<file path="src/shared/irqcfg_pkg.sv">
// constants for the interrupt slot 8..11 configuration block
// assumes an APB3 master on pclk and two external request pins
// Operation
// - sources 10/11 sense code 00 low level, 01 high, 10 falling, 11 rising
// - routing flag 1 sends request to transfer controller, 0 to processor
// - with routing 0, level 000 disables, 001..111 give priority 1..7
// - with routing 1, level 000..011 picks channel 0..3; 1xx invalid
package irqcfg_pkg;

    localparam logic [31:0] CFG_ADDR    = 32'hffff_e008;
    localparam logic [31:0] STAT_ADDR   = 32'hffff_e0f0;
    localparam logic [31:0] CFG_RESET   = 32'h0000_0000;
    localparam logic [31:0] CFG_WR_MASK = 32'h3f3f_3f3f;

    // one byte per slot, slots 8..11 in bytes 0..3
    localparam int SLOT_W      = 8;
    localparam int EXT_FIRST   = 2;
    localparam int NUM_EXT     = 2;
    localparam int LEVEL_LSB   = 0;
    localparam int ROUTE_BIT   = 3;
    localparam int SENSE_LSB   = 4;

    // status register fields
    localparam int STAT_PIN_LSB = 0;
    localparam int STAT_BAD_LSB = 2;

    localparam logic [1:0] SENSE_LOW  = 2'h0;
    localparam logic [1:0] SENSE_HIGH = 2'h1;
    localparam logic [1:0] SENSE_FALL = 2'h2;
    localparam logic [1:0] SENSE_RISE = 2'h3;

    localparam logic [2:0] LEVEL_OFF  = 3'h0;

endpackage

</file>
<file path="src/core/irqcfg_slot.sv">
// request detection and routing for one external interrupt source
// assumes a filtered pin level already on pclk
`timescale 1ns/10ps
module irqcfg_slot
    import irqcfg_pkg::*;
(
    input  wire logic       pclk,
    input  wire logic       presetn,
    input  wire logic       pin_flt,
    input  wire logic [1:0] sense,
    input  wire logic       route,
    input  wire logic [2:0] level,
    output logic            irq_req_q,
    output logic [2:0]      irq_prio_q,
    output logic            xfer_req_q,
    output logic [1:0]      xfer_chan_q,
    output logic            chan_bad_q
);

    logic prev_q;
    logic active_d;

    always_ff @(posedge pclk or negedge presetn)
    begin
        if (!presetn)
            prev_q <= 1'b0;
        else
            prev_q <= pin_flt;
    end

    // active condition decode
    always_comb
    begin
        unique case (sense)
            SENSE_LOW:  active_d = !pin_flt;
            SENSE_HIGH: active_d = pin_flt;
            SENSE_FALL: active_d = prev_q && !pin_flt;
            SENSE_RISE: active_d = !prev_q && pin_flt;
        endcase
    end

    always_ff @(posedge pclk or negedge presetn)
    begin
        if (!presetn)
        begin
            irq_req_q   <= 1'b0;
            irq_prio_q  <= LEVEL_OFF;
            xfer_req_q  <= 1'b0;
            xfer_chan_q <= 2'h0;
            chan_bad_q  <= 1'b0;
        end
        else
        begin
            irq_req_q   <= active_d && !route && (level != LEVEL_OFF);
            irq_prio_q  <= level;
            xfer_req_q  <= active_d && route && !level[2];
            xfer_chan_q <= level[1:0];
            chan_bad_q  <= route && level[2];
        end
    end

endmodule // irqcfg_slot

</file>
<file path="src/core/irqcfg_top.sv">
// configuration register for interrupt slots 8..11 with APB access
// assumes an APB3 master on pclk; the pins are asynchronous to pclk
`timescale 1ns/10ps
module irqcfg_top
    import irqcfg_pkg::*;
(
    input  wire logic        pclk,
    input  wire logic        presetn,
    input  wire logic        psel,
    input  wire logic        penable,
    input  wire logic        pwrite,
    input  wire logic [31:0] paddr,
    input  wire logic [31:0] pwdata,
    output logic [31:0]      prdata,
    output logic             pready,
    output logic             pslverr,
    input  wire logic        ext_irq_pin_a,
    input  wire logic        ext_irq_pin_b,
    output logic [1:0]       irq_req,
    output logic [5:0]       irq_prio,
    output logic [1:0]       xfer_req,
    output logic [3:0]       xfer_chan
);

    logic [31:0]        cfg_q;
    logic [31:0]        prdata_q;
    logic               pready_q;
    logic               pslverr_q;
    logic               access_d;
    logic               done_d;
    logic               hit_cfg_d;
    logic               hit_stat_d;
    logic [31:0]        stat_d;
    logic [NUM_EXT-1:0] pin_raw;
    logic [NUM_EXT-1:0] sync1_q;
    logic [NUM_EXT-1:0] sync2_q;
    logic [NUM_EXT-1:0] sync3_q;
    logic [NUM_EXT-1:0] flt_q;
    logic [NUM_EXT-1:0] chan_bad;
    logic [1:0]         sense   [NUM_EXT];
    logic               route   [NUM_EXT];
    logic [2:0]         level   [NUM_EXT];

    assign pin_raw  = {ext_irq_pin_b, ext_irq_pin_a};
    assign access_d = psel && penable && !pready_q;
    assign done_d   = psel && penable && pready_q;
    assign hit_cfg_d  = (paddr == CFG_ADDR);
    assign hit_stat_d = (paddr == STAT_ADDR);

    // bus answer one cycle into the access phase
    always_ff @(posedge pclk or negedge presetn)
    begin
        if (!presetn)
        begin
            pready_q  <= 1'b0;
            pslverr_q <= 1'b0;
            prdata_q  <= 32'h0000_0000;
        end
        else
        begin
            pready_q  <= access_d;
            pslverr_q <= access_d && !hit_cfg_d && !hit_stat_d;
            if (access_d && !pwrite && hit_cfg_d)
                prdata_q <= cfg_q;
            else if (access_d && !pwrite && hit_stat_d)
                prdata_q <= stat_d;
            else
                prdata_q <= 32'h0000_0000;
        end
    end

    // config store; bits 7:6 of each slot cleared, reserved slots otherwise stored as written, reset to zero
    always_ff @(posedge pclk or negedge presetn)
    begin
        if (!presetn)
            cfg_q <= CFG_RESET;
        else if (done_d && pwrite && hit_cfg_d)
            cfg_q <= pwdata & CFG_WR_MASK;
    end

    always_comb
    begin
        stat_d = 32'h0000_0000;
        stat_d[STAT_PIN_LSB +: NUM_EXT] = flt_q;
        stat_d[STAT_BAD_LSB +: NUM_EXT] = chan_bad;
    end

    assign prdata  = prdata_q;
    assign pready  = pready_q;
    assign pslverr = pslverr_q;

    // pin synchroniser; level accepted once stages two and three agree
    always_ff @(posedge pclk or negedge presetn)
    begin
        if (!presetn)
        begin
            sync1_q <= '0;
            sync2_q <= '0;
            sync3_q <= '0;
        end
        else
        begin
            sync1_q <= pin_raw;
            sync2_q <= sync1_q;
            sync3_q <= sync2_q;
        end
    end

    genvar gi;
    generate
        for (gi = 0; gi < NUM_EXT; gi++)
        begin : g_src
            localparam int BASE = (EXT_FIRST + gi) * SLOT_W;

            always_ff @(posedge pclk or negedge presetn)
            begin
                if (!presetn)
                    flt_q[gi] <= 1'b0;
                else if (sync2_q[gi] == sync3_q[gi])
                    flt_q[gi] <= sync3_q[gi];
            end

            assign sense[gi] = cfg_q[BASE + SENSE_LSB +: 2];
            assign route[gi] = cfg_q[BASE + ROUTE_BIT];
            assign level[gi] = cfg_q[BASE + LEVEL_LSB +: 3];

            irqcfg_slot u_slot
            (
                .pclk        (pclk),
                .presetn     (presetn),
                .pin_flt     (flt_q[gi]),
                .sense       (sense[gi]),
                .route       (route[gi]),
                .level       (level[gi]),
                .irq_req_q   (irq_req[gi]),
                .irq_prio_q  (irq_prio[gi*3 +: 3]),
                .xfer_req_q  (xfer_req[gi]),
                .xfer_chan_q (xfer_chan[gi*2 +: 2]),
                .chan_bad_q  (chan_bad[gi])
            );

            a_low_level: assert property (
                @(posedge pclk) disable iff (!presetn)
                (sense[gi] == SENSE_LOW && !route[gi] && level[gi] != LEVEL_OFF
                 && !flt_q[gi]) |=> irq_req[gi])
                else $error("low level did not request");

            a_high_level: assert property (
                @(posedge pclk) disable iff (!presetn)
                (sense[gi] == SENSE_HIGH && !route[gi] && level[gi] != LEVEL_OFF)
                |=> (irq_req[gi] == $past(flt_q[gi])))
                else $error("high level request mismatch");

            a_rise_edge: assert property (
                @(posedge pclk) disable iff (!presetn)
                (sense[gi] == SENSE_RISE && !route[gi] && level[gi] != LEVEL_OFF
                 && $stable(cfg_q) && $rose(flt_q[gi])) |=> irq_req[gi] ##1 !irq_req[gi]
                 || !$stable(flt_q[gi]))
                else $error("rising edge not one pulse");

            a_fall_edge: assert property (
                @(posedge pclk) disable iff (!presetn)
                (sense[gi] == SENSE_FALL && $stable(flt_q[gi])) |=> !irq_req[gi]
                 && !xfer_req[gi])
                else $error("falling edge request without edge");

            a_route_xfer: assert property (
                @(posedge pclk) disable iff (!presetn)
                route[gi] |=> !irq_req[gi])
                else $error("routed source reached processor");

            a_prio_off: assert property (
                @(posedge pclk) disable iff (!presetn)
                (level[gi] == LEVEL_OFF && !route[gi]) |=> !irq_req[gi] && !xfer_req[gi])
                else $error("disabled source requested");

            a_prio_value: assert property (
                @(posedge pclk) disable iff (!presetn)
                irq_req[gi] |-> irq_prio[gi*3 +: 3] == $past(level[gi])
                 && $past(level[gi]) != LEVEL_OFF)
                else $error("priority does not match level field");

            a_chan_invalid: assert property (
                @(posedge pclk) disable iff (!presetn)
                (route[gi] && level[gi][2]) |=> !xfer_req[gi] && chan_bad[gi])
                else $error("invalid channel started transfer");

            a_chan_value: assert property (
                @(posedge pclk) disable iff (!presetn)
                xfer_req[gi] |-> xfer_chan[gi*2 +: 2] == $past(level[gi][1:0])
                 && $past(route[gi]))
                else $error("transfer channel mismatch");

            c_xfer_start: cover property (
                @(posedge pclk) disable iff (!presetn)
                xfer_req[gi]);

            c_edge_irq: cover property (
                @(posedge pclk) disable iff (!presetn)
                sense[gi] == SENSE_RISE && irq_req[gi]);
        end
    endgenerate

    a_apb_answer: assert property (
        @(posedge pclk) disable iff (!presetn)
        (psel && penable && !pready) |=> pready ##1 !pready)
        else $error("apb answer not one cycle");

    a_cfg_reserved: assert property (
        @(posedge pclk) disable iff (!presetn)
        (cfg_q & ~CFG_WR_MASK) == 32'h0000_0000)
        else $error("unused config bits set");

    a_unmapped_err: assert property (
        @(posedge pclk) disable iff (!presetn)
        (psel && penable && !pready && paddr != CFG_ADDR && paddr != STAT_ADDR)
        |=> pslverr && prdata == 32'h0000_0000)
        else $error("unmapped access not refused");

    c_cfg_write: cover property (
        @(posedge pclk) disable iff (!presetn)
        psel && penable && pready && pwrite && paddr == CFG_ADDR);

endmodule // irqcfg_top

</file>
<file path="config.mk">
export PLATFORM = sky130hd
export DESIGN_NAME = irqcfg_top
export DESIGN_NICKNAME = d
export VERILOG_FILES = /design/src/shared/irqcfg_pkg.sv /design/src/core/irqcfg_slot.sv /design/src/core/irqcfg_top.sv
export SDC_FILE = /design/constraint.sdc
export NUM_CORES = 1
export LEC_CHECK = 0
export ABC_AREA = 1
export BUFFER_PORTS_ARGS = -buffer_cell sky130_fd_sc_hd__clkbuf_2
export CORE_ASPECT_RATIO = 0.9
export CORE_MARGIN = 2
export CORE_UTILIZATION = 54
export CTS_BUF_LIST = sky130_fd_sc_hd__clkbuf_8
export DETAILED_ROUTE_END_ITERATION = 12
export GPL_TIMING_DRIVEN = 0
export PLACE_DENSITY = 0.89
export REMOVE_ABC_BUFFERS = 1
export SLEW_MARGIN = 20
export SYNTH_ARGS = -nofsm -noshare
export SYNTH_HDL_FRONTEND = slang
export SYNTH_HIERARCHICAL = 1
export SYNTH_SLANG_ARGS = --single-unit
</file>
<file path="constraint.sdc">
create_clock -name pclk -period 2.9 [get_ports pclk]
set_clock_uncertainty 0.15 [all_clocks]
set_input_delay 0.29 -clock pclk [delete_from_list [all_inputs] [get_ports pclk]]
set_output_delay 0.29 -clock pclk [all_outputs]
set_load 0.02 [all_outputs]
</file>
== After elaboration in Yosys (flattened, before gate mapping) ==
Index checks and enable logic that the tools add are counted.
Storage, ports and cells
  register bits after elaboration: 84
  input bits: 71
Cells by class
  equality and inequality tests: 10
  muxes and demuxes: 4
  reductions and logical operators: 40
Operators with widths (number)
  $eq A32 B32 Y1 const B: 2
  $mux W32: 1
  $logic_and A1 B1 Y1: 24
  $logic_not A1 Y1: 12
  $eq A2 B2 Y1 const B: 4
  $pmux W1 S4: 2
  $reduce_bool A3 Y1: 2
  $eq A2 B1 Y1 const B: 2
  $logic_not A2 Y1: 2
  $mux W4: 1
  $eq A1 B1 Y1: 2

== Longest topological paths before layout ==
  depth in word-level cells: 6
  depth in mapped cells: 9
  depth with buffers taken out: 8

== Cells and area by module ==
The synthesis kept the hierarchy.
Modules (own cells, without submodules)
  irqcfg_top: times used 1, cells an instance 266, area an instance 2447.3 um^2, seq. area each 1451.4 um^2
  irqcfg_slot: times used 2, cells an instance 25, area an instance 254.0 um^2, seq. area each 175.2 um^2

== Least setup slack after synthesis ==
Ideal clock, no wire load.
  kind: register to register
  start point: register pready_q (netlist: pready)
  end point: register prdata_q[10] (netlist: prdata[10])
  library setup time: 72 ps
  arrival: 1204 ps
  required time: 2678 ps
  path slack: 1475 ps
  stages on the path, launching flop included: 7
  period minus slack after synthesis: 1425 ps
  cell sequence: dfrtp_1 > inv_2 > nand3_1 > nor2_2 > nand3_1 > buf_2 > nor2_1
On the way
  cells in the longest elaborated chain, start to end: 5
RTL lines
  start, declared: line irqcfg_top.sv:27  | logic pready_q;
  start signal, assigned: line irqcfg_top.sv:61  | pready_q <= access_d;
  $logic_not A1 Y1: line irqcfg_top.sv:45  | assign access_d = psel && penable && !pready_q;
  $logic_and A1 B1 Y1: line irqcfg_top.sv:45
  $logic_and A1 B1 Y1 (2 in a row): line irqcfg_top.sv:63  | if (access_d && !pwrite && hit_cfg_d)
  $mux W32: line irqcfg_top.sv:63
  end signal, assigned: line irqcfg_top.sv:64  | prdata_q <= cfg_q;
  end signal, assigned: line irqcfg_top.sv:66  | prdata_q <= stat_d;
  end, declared: line irqcfg_top.sv:26  | logic [31:0] prdata_q;
Every way passes these cells.
A chain may end at the register's enable or synchronous reset.

== Worst setup path after layout ==
  start point: input paddr[11]
  end point: register prdata_q[24] (netlist: prdata[24])
On the way
  cells in the longest elaborated chain, start to end: 3
RTL lines
  start, declared: line irqcfg_top.sv:12  | input wire logic [31:0] paddr,
  $eq A32 B32 Y1: line irqcfg_top.sv:47  | assign hit_cfg_d = (paddr == CFG_ADDR);
  $logic_and A1 B1 Y1: line irqcfg_top.sv:63
  $mux W32: line irqcfg_top.sv:63
Every way passes these cells.

==> impl_metrics.env <==
export IMPL_num_rows=25
export IMPL_drc_errors=0
export IMPL_gp_congestion=0.694
export IMPL_fp_dieW_microns=82.0
export IMPL_hold_viol_final=0
export IMPL_post_cts_buffers=0
export IMPL_synth_area_leaders="dfrtp_1 (61%), nand2_1 (11%), nand4_1 (6.8%)"
export IMPL_numCtsBuffers=9
export IMPL_worstPathMaxFanout=31
export IMPL_synth_area_leader_cell="dfrtp_1"
export IMPL_synth_seq_area_share_pct=61.0
export IMPL_io_pins=119
export IMPL_place_port_buffers=102
export IMPL_drv_slew=0
export IMPL_htreeDepth=3
export IMPL_ctsResizeCount=0
export IMPL_finalNonFillerCells=488
export IMPL_p_switching_mw=0.426
export IMPL_drt_iter0_markers=154
export IMPL_synth_adder_area_share_pct=0.677
export IMPL_end_kind="flip-flop"
export IMPL_cap_violations=0
export IMPL_synth_compound_area_share_pct=0.677
export IMPL_outcome="completed"
export IMPL_wl_per_cell_microns=12.5
export IMPL_synth_top_family_by_area="simple AND/OR/NAND/NOR gates"
export IMPL_dp_hpwl_mm=4.15
export IMPL_arrival_ns=2.35
export IMPL_power_density_mw_per_mm2=531
export IMPL_required_ns=2.99
export IMPL_p_clk_share_pct=42.1
export IMPL_wl_mm=6.09
export IMPL_start_kind="input port"
export IMPL_synthMuxAreaShare_pct=0
export IMPL_yosys_area_share_simple_pct=26.3
export IMPL_setup_violations=0
export IMPL_syn_cell_area_sq_mm=0.00296
export IMPL_min_period_over_period_pct=78.1
export IMPL_grt_pass1_wl_mm=9.89
export IMPL_die_h_microns=74.2
export IMPL_fin_util_pct=70.0
export IMPL_p_leak_nw=2.09
export IMPL_layout_min_cycle_time_ns=2.26
export IMPL_total_power_mw=1.95
export IMPL_placed_cells=469
export IMPL_diodes=0
export IMPL_ys_warn_count=6
export IMPL_die_area_sq_mm=0.00608
export IMPL_worstHoldPathType="in -> reg"
export IMPL_synth_seq_cells=72
export IMPL_clk_latency_ns=0.33
export IMPL_area_delta_synth_final_pct=24.5
export IMPL_grt_pass1_vias=2258
export IMPL_nNetsFinal=487
export IMPL_synth_main_ff_cell="dfrtp_1"
export IMPL_fmax_mhz=442
export IMPL_p_sw_share_pct=21.8
export IMPL_drive_gt1_share_pct=30.4
export IMPL_grtUsageTotal_pct=21.7
export IMPL_grt_setup_unrepaired="false"
export IMPL_grt_ovfl_total=0
export IMPL_postRouteAntennaNets=0
export IMPL_synth_top_area_share_pct=61.0
export IMPL_clk_path_buf_depth=2
export IMPL_fin_setup_tns_ns=0
export IMPL_yosys_area_share_xor_xnor_pct=0
export IMPL_synth_distinct_cells=19
export IMPL_dr_pass1_iters=4
export IMPL_internal_power_mw=1.53
export IMPL_postSynthAreaPerCell_sq_um=9.35
export IMPL_initial_utilization_pct=56.2
export IMPL_seqPwrFrac_pct=52.4
export IMPL_grt_max_degree=44
export IMPL_tightestPinTransition_ns=0.825
export IMPL_cts_root_buf="clkbuf_8"
export IMPL_yosys_cell_count_top_type="nand2_1"
export IMPL_dr_total_vias=2394
export IMPL_critPathKind="in -> reg"
export IMPL_synth_edf_count=0
export IMPL_clk_pin_slew_ns=0.08
export IMPL_coreArea_sq_mm=0.00526
export IMPL_synthArstFlopShare_pct=100
export IMPL_max_slew_margin_pct=44.8
export IMPL_post_drt_via_cell_ratio=4.91
export IMPL_syn_inst=316
export IMPL_cts_sinks=72
export IMPL_hold_buffers=3
export IMPL_ir_drop_mv=0.245
export IMPL_combPwrFrac_pct=5.6
export IMPL_cts_tree="done"
export IMPL_synth_commonest_cells="nand2_1 (88), dfrtp_1 (72), inv_1 (42)"
export IMPL_antenna_found_initial=0
[sequential cells by signal, summed over array words and instances (netlist names), 2 cells and up]
name	count
cfg_q	24
prdata	24
g_src.u_slot/irq_prio_q	4
flt_q	2
g_src.u_slot/chan_bad_q	2
g_src.u_slot/irq_req_q	2
g_src.u_slot/prev_q	2
g_src.u_slot/xfer_chan_q	2
g_src.u_slot/xfer_req_q	2
sync1_q	2
sync2_q	2
sync3_q	2
[worst paths after layout]
kind / startpoint / slack, ns / endpoint / cells past startpoint
setup / recovery: paddr[11] / 0.64 / prdata[24] / 8
hold / removal: pwdata[5] / 0.04 / cfg_q[5] / 3
setup reg to reg: pready / 0.76 / prdata[24] / 5
hold reg to reg: sync1_q[1] / 0.21 / sync2_q[1] / 0
max in group asynchronous: presetn / 1.74 / cfg_q[19] / 3
min in group asynchronous: presetn / 0.30 / prdata[24] / 2
[worst max-delay path, stage by stage]
cell and delay (ns):
clkbuf_2 0.08, inv_1 0.05, nand2_1 0.05, nor2_1 0.11, nand2_2 0.09, nor2_4 0.59
nand3_1 0.78, nor2_1 0.31
[layout make-up]
| type | instances | area (sq um) |
|---|---|---|
| repair buffers | 106 | 563 |
| fillers | 421 | 1580 |
| well taps | 67 | 83.8 |
| clock inverters | 4 | 51.3 |
| multi-input cells | 184 | 853 |
| inverters | 43 | 161 |
| flip-flops and latches | 72 | 1800 |
| clock buffers | 12 | 165 |
[power groups by stage]
stage                     clock (mW)  sequential [mW]  combinational, mW
final                          0.823             1.02              0.109
after global routing           0.882             1.02              0.124
after global placement             0             1.04             0.0983
after CTS                      0.832             1.02              0.110
after detailed placement           0             1.04              0.106
after floorplan                    0             1.04             0.0320
[per-layer routing]
metal | up-vias | wire length, microns | global-route usage [%]
met2 | 115 | 3060 | 36.9
met5 | - | 0 | 0
met4 | 0 | 78 | 8.89
met1 | 1112 | 2520 | 27.7
met3 | 8 | 437 | 3.88
li1 | 1159 | - | -
[kinds of logic after synthesis]
family                     count (synthesis)
and+or+nand+nor                          170
DFF                                       72
buffers and inverters                     67
AOI/OAI and AO/OA                          4
adders and majority gates                  2
other                                      1
[cell usage in the layout (no fill, tap or decap), types with 3 or more instances in the layout]
cell / count
a21oi_1: 4
clkbuf_2: 101
clkbuf_8: 12
conb_1: 8
dfrtp_1: 72
dlygate4sd3_1: 3
inv_1: 42
nand2_1: 88
nand3_1: 6
nand4_1: 32
nor2_1: 35
[per-stage QoR]
stage / worst slack (ns) / area [sq um] / hold slack, ns
detailed placement: 0.249 / 3430 / 0.125
CTS: 0.605 / 3670 / 0.0378
floorplan: 1.03 / 2810 / -0.156
global route: 0.388 / 3680 / 0.0374
global placement: 0.363 / 3410 / 0.188
finish: 0.635 / 3680 / 0.0449
(Power assumes the default switching activity.)
